`src/inc/dbl_pkg.sv`:
```
// Shared constants and types for the double-buffered converter latch host.
// Assumes a single 50 MHz core clock domain.
package dbl_pkg;
   localparam int DATA_W = 16;
   localparam int CLK_PERIOD_NS = 20;
   // Least gap between first-rank latch and second-rank load
   localparam int RANK_GAP_NS = 100;
   localparam int RANK_GAP_CYC = (RANK_GAP_NS + CLK_PERIOD_NS - 1) / CLK_PERIOD_NS;
   // Least strobe low and high widths (plain defaults)
   localparam int STROBE_NS = 60;
   localparam int STROBE_CYC = (STROBE_NS + CLK_PERIOD_NS - 1) / CLK_PERIOD_NS;
   localparam int DATA_TOP_BIT = 15;
   localparam int CNT_W = 8;
   localparam logic [CNT_W-1:0] GAP_LOAD = CNT_W'(RANK_GAP_CYC);
   localparam logic [CNT_W-1:0] STROBE_LOAD = CNT_W'(STROBE_CYC);
   localparam logic [CNT_W-1:0] CNT_ZERO = 8'h00;
   localparam logic [CNT_W-1:0] CNT_ONE = 8'h01;
   localparam logic [DATA_W-1:0] DATA_RESET = 16'h0000;

   typedef enum logic [2:0] {
      DBL_IDLE = 3'b000,
      DBL_SETUP = 3'b001,
      DBL_WRITE = 3'b010,
      DBL_HOLD = 3'b011,
      DBL_GAP = 3'b100,
      DBL_UPDATE = 3'b101
   } dbl_state_t;

   // Pins toward the device
   typedef struct packed {
      logic select_n;
      logic first_rank_load_n;
      logic converter_update_strobe;
      logic [DATA_W-1:0] data;
   } dbl_pins_t;

   // User request
   typedef struct packed {
      logic valid;
      logic update;
      logic twos_comp;
      logic [DATA_W-1:0] sample;
   } dbl_req_t;
endpackage

```
`src/hdl/dbl_host.sv`:
```
// Host controller that drives a double-buffered 16-bit converter input latch.
// Assumes the device pins are plain outputs on the core clock; no readback.
// Overview of operation
// - Multi-device update: load each first rank, then raise shared strobe.
// - Leave at least 100 ns between first-rank latch and update.
// - Tied strobe low plus high time must cover output settling.
// - Twos-complement samples get their top data bit inverted.
// - Idle strobes park at defined levels, never left floating.
`timescale 1ns/10ps
module dbl_host (
   input wire logic core_clk,
   input wire logic reset,
   input dbl_pkg::dbl_req_t req,
   output logic req_ready,
   output logic update_done,
   output dbl_pkg::dbl_pins_t pins
);
   import dbl_pkg::*;

   // ==========================================
   // Declarations
   // Sequencer group: phase, phase counter and the update choice
   dbl_state_t state_q, state_d;
   logic [CNT_W-1:0] cnt_q, cnt_d;
   logic upd_q, upd_d;
   // Pin group: everything the device sees
   logic [DATA_W-1:0] data_q, data_d;
   logic sel_n_q, sel_n_d;
   logic load_n_q, load_n_d;
   logic strobe_q, strobe_d;
   // Handshake group toward the user side
   logic ready_q, ready_d;
   logic done_q, done_d;
   // Phase events shared by the three groups
   logic take;
   logic write_end;
   logic gap_end;
   logic update_end;

   // ==========================================
   // Helpers
   function automatic logic [DATA_W-1:0] code_of(input logic [DATA_W-1:0] s, input logic tc);
      logic [DATA_W-1:0] r;
      r = s;
      r[DATA_TOP_BIT] = s[DATA_TOP_BIT] ^ tc;
      return r;
   endfunction

   // A phase ends on a count of one, so a load of N gives N cycles
   function automatic logic phase_over(input logic [CNT_W-1:0] c);
      return c <= CNT_ONE;
   endfunction

   // ==========================================
   // Phase events
   always_comb begin
      take = 1'b0;
      write_end = 1'b0;
      gap_end = 1'b0;
      update_end = 1'b0;
      case (state_q)
         DBL_IDLE: begin
            take = req.valid && ready_q;
         end
         DBL_WRITE: begin
            write_end = phase_over(cnt_q);
         end
         DBL_GAP: begin
            gap_end = phase_over(cnt_q);
         end
         DBL_UPDATE: begin
            update_end = phase_over(cnt_q);
         end
         default: begin
            take = 1'b0;
         end
      endcase
   end

   // ==========================================
   // Sequencer
   always_comb begin
      state_d = state_q;
      cnt_d = cnt_q;
      upd_d = upd_q;
      case (state_q)
         DBL_IDLE: begin
            if (take) begin
               upd_d = req.update;
               cnt_d = STROBE_LOAD;
               state_d = DBL_SETUP;
            end
         end
         DBL_SETUP: begin
            cnt_d = STROBE_LOAD;
            state_d = DBL_WRITE;
         end
         DBL_WRITE: begin
            if (write_end) begin
               cnt_d = STROBE_LOAD;
               state_d = DBL_HOLD;
            end else begin
               cnt_d = cnt_q - CNT_ONE;
            end
         end
         DBL_HOLD: begin
            if (upd_q) begin
               cnt_d = GAP_LOAD;
               state_d = DBL_GAP;
            end else begin
               state_d = DBL_IDLE;
            end
         end
         DBL_GAP: begin
            if (gap_end) begin
               cnt_d = STROBE_LOAD;
               state_d = DBL_UPDATE;
            end else begin
               cnt_d = cnt_q - CNT_ONE;
            end
         end
         DBL_UPDATE: begin
            if (update_end) begin
               cnt_d = CNT_ZERO;
               state_d = DBL_IDLE;
            end else begin
               cnt_d = cnt_q - CNT_ONE;
            end
         end
         default: begin
            cnt_d = CNT_ZERO;
            state_d = DBL_IDLE;
         end
      endcase
   end

   always_ff @(posedge core_clk or posedge reset) begin
      if (reset) begin
         state_q <= DBL_IDLE;
         cnt_q <= CNT_ZERO;
         upd_q <= 1'b0;
      end else begin
         state_q <= state_d;
         cnt_q <= cnt_d;
         upd_q <= upd_d;
      end
   end

   // ==========================================
   // Device pins
   always_comb begin
      data_d = data_q;
      sel_n_d = sel_n_q;
      load_n_d = load_n_q;
      strobe_d = strobe_q;
      case (state_q)
         DBL_IDLE: begin
            if (take) begin
               data_d = code_of(req.sample, req.twos_comp);
            end
         end
         DBL_SETUP: begin
            sel_n_d = 1'b0;
            load_n_d = 1'b0;
         end
         DBL_WRITE: begin
            if (write_end) begin
               load_n_d = 1'b1;
            end
         end
         DBL_HOLD: begin
            // Select rises a cycle after the load strobe so data hold is met
            sel_n_d = 1'b1;
         end
         DBL_GAP: begin
            if (gap_end) begin
               strobe_d = 1'b1;
            end
         end
         DBL_UPDATE: begin
            if (update_end) begin
               strobe_d = 1'b0;
            end
         end
         default: begin
            sel_n_d = 1'b1;
            load_n_d = 1'b1;
            strobe_d = 1'b0;
         end
      endcase
   end

   always_ff @(posedge core_clk or posedge reset) begin
      if (reset) begin
         data_q <= DATA_RESET;
         sel_n_q <= 1'b1;
         load_n_q <= 1'b1;
         strobe_q <= 1'b0;
      end else begin
         data_q <= data_d;
         sel_n_q <= sel_n_d;
         load_n_q <= load_n_d;
         strobe_q <= strobe_d;
      end
   end

   // ==========================================
   // Handshake
   always_comb begin
      ready_d = 1'b0;
      done_d = 1'b0;
      case (state_q)
         DBL_IDLE: begin
            // Ready drops on the take edge so one word is one transfer
            ready_d = !take;
         end
         DBL_HOLD: begin
            done_d = !upd_q;
         end
         DBL_UPDATE: begin
            done_d = update_end;
         end
         default: begin
            ready_d = 1'b0;
         end
      endcase
   end

   always_ff @(posedge core_clk or posedge reset) begin
      if (reset) begin
         ready_q <= 1'b0;
         done_q <= 1'b0;
      end else begin
         ready_q <= ready_d;
         done_q <= done_d;
      end
   end

   // ==========================================
   // Outputs, all straight from flip-flops
   assign req_ready = ready_q;
   assign update_done = done_q;
   assign pins = '{select_n: sel_n_q, first_rank_load_n: load_n_q,
      converter_update_strobe: strobe_q, data: data_q};
endmodule

```
`config.mk`:
```
export PLATFORM = sky130hd
export DESIGN_NAME = dbl_host
export DESIGN_NICKNAME = d
export VERILOG_FILES = /design/src/inc/dbl_pkg.sv /design/src/hdl/dbl_host.sv
export SDC_FILE = /design/constraint.sdc
export NUM_CORES = 1
export LEC_CHECK = 0
export BUFFER_PORTS_ARGS = -buffer_cell sky130_fd_sc_hd__buf_2
export CORE_MARGIN = 4
export CORE_UTILIZATION = 27
export DETAILED_ROUTE_END_ITERATION = 7
export SYNTH_ARGS = -nofsm -noshare
export SYNTH_HDL_FRONTEND = slang
export SYNTH_SLANG_ARGS = --single-unit
```
`constraint.sdc`:
```
create_clock -name core_clk -period 2.13 [get_ports core_clk]
set_input_delay 0.3195 -clock core_clk [delete_from_list [all_inputs] [get_ports core_clk]]
set_output_delay 0.3195 -clock core_clk [all_outputs]
set_load 0.1 [all_outputs]
```
==> flow_summary.ini, run 1 <==
[logic_synthesis]
yosysTopAreaCellShare = 0.483
synth-seq-cells = 33
ys_seq_area_frac = 0.516
yosysWarnings = 0
synth_cell_types = 37
postSynthCellCount = 144
synth.area.top_cells = dfrtp_1 (48%), mux2_2 (11%), dfstp_2 (3.3%)
syn_avg_cell_area_um2 = 11.1
syn-num-nets = 167
synth_top_cell_by_area = dfrtp_1
syn_area_mm2 = 0.00161

[final_layout]
nets = 208
area_growth_pct = 24.0
utilization = 0.353
fin_area_mm2 = 0.00199
antenna_cells = 0
drive_gt1_frac = 0.398

[clock_network]
cts_setup_buffers = 0
cts_sinks = 33
cts_resized = 0
path_clk_slew_ns = 0.07
clk_latency_ns = 0.28
clk_path_buf_depth = 2
cts_buffers = 5
ctsHoldBuffers = 0
h-tree-depth = 2
cts_tree = done
root_buffer = clkbuf_8

[placement]
io_buffer_count = 41
dp.final_hpwl_um = 2430
postPlaceCellArea_mm2 = 0.00187
finalWeightedCongestion = 0.822

[sta]
rsz0062_at_grt = no
period_share = 0.878
fmaxAchievable_ghz = 0.535
setup_tns_ns = 0
slew_headroom = 0.614
setup_viol = 0
drv_slew = 0
min_period_ns = 1.87
tightest_slew_ns = 0.579
fin_skew_ns = 0.00526
holdWs_ns = 0.116
hold_viol = 0

[setup_path]
cp_slowest_stage_delay_ns = 0.49
cp_top_family = compound AO/OA/AOI/OAI gates
worstPathMaxFanout = 11
startpoint_type = register
worstPathArrival_ns = 2.04
crit_path_end_kind = register
crit_type = reg -> reg
rr_worst_depth = 5
crit-reg2reg-launch = cnt_q[2]
timing.rr.end = cnt_q[2]
crit_chain = or3_1, o32ai_2, buf_4, o22ai_1, a32o_1
crit_buf_inv = 1
cp.required_ns = 2.29
rrSetupSlack_ns = 0.26
cp_slowest_cell = or3_1

[routing]
vias = 1206
ant_nets = 0
route.detailed.drc = 0
firstDrtPassIters = 6
drt_iter0_drc = 44
wl_per_cell_um = 13.0
drt-total-wl_um = 3340
viasPerCell = 4.67

[floorplanning]
die_h_um = 85.1
initial_utilization = 0.285
io_pins = 42
core_mm2 = 0.00564
num_rows = 27
dieArea_mm2 = 0.00724
fp.dieW_um = 85.1

[grt]
track_usage = 0.0944
grt_pass1_vias = 1155
grt_pass1_wl_um = 5460
grt_remaining_overflow = 0
grt_max_degree = 34
antenna_found_initial = 0

[min_path]
hold_class = in -> async

[run_status]
status = finished clean

[run]
maxCapViolations = 0
cells in the mapped netlist:
| master | count |
|---|---|
| o32ai_2 | 1 |
| o22a_1 | 2 |
| mux2_2 | 16 |
| o21a_1 | 1 |
| xnor2_1 | 4 |
| o31ai_1 | 1 |
| ha_1 | 2 |
| a21oi_1 | 5 |
| or3_1 | 5 |
| o211ai_1 | 1 |
| buf_2 | 4 |
| nor2_1 | 10 |
| o311ai_0 | 1 |
| and3_1 | 1 |
| nand2_1 | 8 |
| inv_1 | 6 |
| a32o_1 | 1 |
| a211o_1 | 1 |
| dfrtp_1 | 31 |
| nor4_4 | 1 |
| o21ai_0 | 5 |
| mux2i_1 | 3 |
| nor2b_1 | 2 |
| nor3_1 | 4 |
| nor4_1 | 2 |
| o2bb2ai_1 | 1 |
| o22ai_1 | 3 |
| a211oi_1 | 1 |
| nor3b_1 | 2 |
| nand2b_1 | 4 |
| buf_4 | 4 |
| o32ai_1 | 1 |
| a22oi_1 | 1 |
| dfstp_2 | 2 |
| a21o_1 | 2 |
| nand3b_1 | 1 |
| clkbuf_1 | 4 |
layer usage:
layer,up-vias,global-route usage,share of wire
met5,-,0,0
met1,574,0.120,0.45
li1,590,-,-
met2,40,0.151,0.48
met4,0,0.0302,0.0075
met3,2,0.0320,0.067
layout by cell type, fill, tap and decap left out, types with 2 or more instances in the layout:
cell,instances
or3_1,5
buf_4,5
ha_1,2
nor4_1,2
mux2i_1,3
nor2_1,10
dfstp_2,2
a21o_1,2
buf_2,41
a21oi_1,5
nor2b_1,2
nand2b_1,4
o21ai_0,5
mux2_2,16
xnor2_1,4
o22a_1,2
nor3b_1,2
o22ai_1,3
dfrtp_1,30
nor3_1,4
clkbuf_8,6
inv_1,6
nand2_1,8
kinds of logic after synthesis:
kind of cell             after synthesis  share of synthesized area
flip-flops                            33                      0.516
multiplexers                          19                      0.131
XOR/XNOR                               4                     0.0218
AO/OA/AOI/OAI                         28                      0.125
adder cells (fa/ha/maj)                2                     0.0156
buffers and inverters                 18                     0.0546
AND/OR/NAND/NOR                       40                      0.136
final cells by class:
type	count	area (um2)
fill	572	3650
sequential	33	830
multi-input combinational	93	689
timing repair buffer	46	243
tap	72	90.1
clock buffer	7	86.3
clock inverter	1	30.0
inverter	6	22.5
worst max-delay path by stage:
stage	start	end	depth (start not counted)
finish	cnt_q[2]	cnt_q[2]	5
global route	cnt_q[2]	cnt_q[1]	4
CTS	cnt_q[2]	cnt_q[2]	5
detailed placement	cnt_q[2]	cnt_q[2]	5
global placement	cnt_q[2]	strobe_q	4
floorplan	req_ready	data_q[0]	4
worst min-delay path, delay by kind of cell:
| family | cells | cell delay [ns] |
|---|---|---|
| buf+inv | 3 | 0.49 |
per-stage QoR:
stage / instances / setup WS (ns)
floorplan: 144 / 0.147
global placement: 250 / 0.343
detailed placement: 250 / 0.286
CTS: 258 / 0.274
global route: 258 / 0.166
finish: 258 / 0.260
sequential cells by signal, summed over array words and instances (netlist names):
name         cells
data_q          16
sel_n_q          1
strobe_q         1
upd_q            1
state_q          3
update_done      1
load_n_q         1
cnt_q            8
req_ready        1
Power of run 1 is left out: the tool's default activity adds up to more than one toggle a clock period on the data nets, which glitch-free logic cannot reach.
==> inputs of run 2 (changes only) <==
- ABC_AREA: default -> 1
- CTS_CLUSTER_SIZE: default -> 12
==> flow_summary.ini, run 2 <==
[setup_path]
cp.required_ns = 1.81
worstPathArrival_ns = 1.24
crit_buf_inv = 1
crit_type = reg -> out
cp_slowest_cell = dfstp_2
crit_chain = buf_2
startpoint_type = register
worstPathMaxFanout = 2
cp_top_family = flip-flops
cp_slowest_stage_delay_ns = 0.53
crit_path_end_kind = primary output

[placement]
io_buffer_count = 41
dp_slack_ns = 0.625
dp.final_hpwl_um = 2480
finalWeightedCongestion = 0.778

[logic_synthesis]
synthArstFlopShare = 1.00
synth_top_cell_by_area = dfrtp_1
ys_seq_area_frac = 0.507
synth_common_cells = nand2_1 (94), dfrtp_1 (31), inv_1 (20)
yosysTopAreaCellShare = 0.475
syn-num-nets = 232
synth-seq-cells = 33
synth_cell_types = 25
syn_avg_cell_area_um2 = 7.81
synth_flop_cell = dfrtp_1
yosysWarnings = 0
synth.area.top_cells = dfrtp_1 (48%), nand2_1 (22%), inv_1 (4.6%)
synth-edff-count = 0
syn_area_mm2 = 0.00163
synth_most_common_cell = nand2_1
postSynthCellCount = 209

[final_layout]
multi_input_area_um2 = 668
utilization = 0.338
drive_gt1_frac = 0.256
max_flop_register = data_q
layout_commonest_cell = nand2_1
largest_reg_flops = 16
layout_common_cells = nand2_1 (94), buf_2 (41), dfrtp_1 (31)
antenna_cells = 0
area_growth_pct = 21.8
regArea_um2 = 828
reg.largest.list = data_q: 16 flops, cnt_q: 8 flops, state_q: 3 flops
fillers = 632
nets = 276

[routing]
dr_wl_met3_um = 152
top_layer = met4
wl_met1_um = 1580
vias = 1366
viasPerCell = 4.15
wl_met2_um = 1480
ant_nets = 0
drt-total-wl_um = 3260
firstDrtPassIters = 4
drt_iter0_drc = 90
wl_per_cell_um = 9.91
route.detailed.drc = 0

[sta]
period_share = 0.732
fmaxAchievable_ghz = 0.641
fin_skew_ns = 0.00538
tightest_slew_ns = 0.493
setup_tns_ns = 0
hold_viol = 0
rsz0062_at_grt = no
drv_slew = 0
fin_ws_ns = 0.570
slew_headroom = 0.674
min_period_ns = 1.56
setup_viol = 0

[clock_network]
cts_sinks = 33
cts_buffers = 5
path_clk_slew_ns = 0.07
cts_setup_buffers = 0
clk_latency_ns = 0.28
cts_resized = 0
h-tree-depth = 2
ctsHoldBuffers = 0
root_buffer = clkbuf_8
cts_tree = done
clk_path_buf_depth = 2

[grt]
grt_max_degree = 34
track_usage = 0.102
antenna_found_initial = 0
grt_pass1_wl_um = 6060
grt_remaining_overflow = 0
grt_pass1_vias = 1400

[min_path]
hold_class = in -> async

[floorplanning]
die_h_um = 85.8
fp.dieW_um = 85.8
initial_utilization = 0.277
io_pins = 42
core_mm2 = 0.00589
dieArea_mm2 = 0.00736
num_rows = 28

[pwr]
seq_power_share = 0.561
clockPowerShare = 0.410
ir_drop_mv = 0.334
switchingPower_w = 0.000250
p_leak_nw = 1.17
intPower_w = 0.000867
switching_share = 0.224
power_density_mw_per_mm2 = 562
p_comb_frac = 0.029

[run]
maxCapViolations = 0

[run_status]
status = finished clean
-- run 2: changes by cell type in the layout (fill, tap and decap cells not counted), moves of 5 or more --
cell / previous run / this run
nand3_1: 0 / 8
nand2_1: 8 / 94
or3_1: 5 / 0
inv_1: 6 / 20
mux2_2: 16 / 0
-- run 2: final cells by class --
type                       instances  area share
clock buffer                       5      0.0346
clock inverter                     3     0.00881
inverter                          25      0.0497
multi-input combinational        146       0.336
sequential                        33       0.417
tap                               75      0.0472
timing repair buffer              42       0.107
-- run 2: cell families after synthesis --
| kind of cell | count (synthesis) | synth area share |
|---|---|---|
| simple gates | 124 | 0.316 |
| flops | 33 | 0.507 |
| xor+xnor | 4 | 0.0215 |
| compound gates | 16 | 0.0559 |
| buf+inv | 30 | 0.0835 |
| fa+ha+maj | 2 | 0.0153 |
-- run 2: through the flow --
stage | power, W | instance area [um2] | hold slack (ns) | instances
after floorplan | 0.000649 | 1630 | 0.436 | 209
after global placement | 0.000672 | 1900 | 0.436 | 321
after detailed placement | 0.000672 | 1900 | 0.434 | 321
after CTS | 0.00114 | 1990 | 0.121 | 329
after global routing | 0.00117 | 1990 | 0.154 | 329
final | 0.00112 | 1990 | 0.105 | 329
-- run 2: power by group through the flow --
stage / logic, W / clock network [W] / registers, W
after global placement: 0.0000341 / 0 / 0.000638
final: 0.0000325 / 0.000458 / 0.000627
after global routing: 0.0000392 / 0.000508 / 0.000626
after floorplan: 0.0000108 / 0 / 0.000638
after detailed placement: 0.0000340 / 0 / 0.000638
after CTS: 0.0000342 / 0.000477 / 0.000626
-- run 2: metal layers --
metal,up-vias,GRT usage
met4,0,0.0432
met3,7,0.0307
li1,725,-
met5,-,0
met1,603,0.127
met2,31,0.165
-- run 2: final timing paths --
kind	startpoint	endpoint	slack, ns	depth (start not counted)
setup / recovery	sel_n_q	pins[18]	0.57	1
hold / removal	reset	data_q[12]	0.11	3
setup reg to reg	cnt_q[1]	cnt_q[0]	0.61	11
hold reg to reg	load_n_q	load_n_q	0.47	2
max in group asynchronous	reset	load_n_q	1.69	3
min in group core_clk	req[9]	data_q[9]	0.23	3
Power figures use the tool's default switching activity.
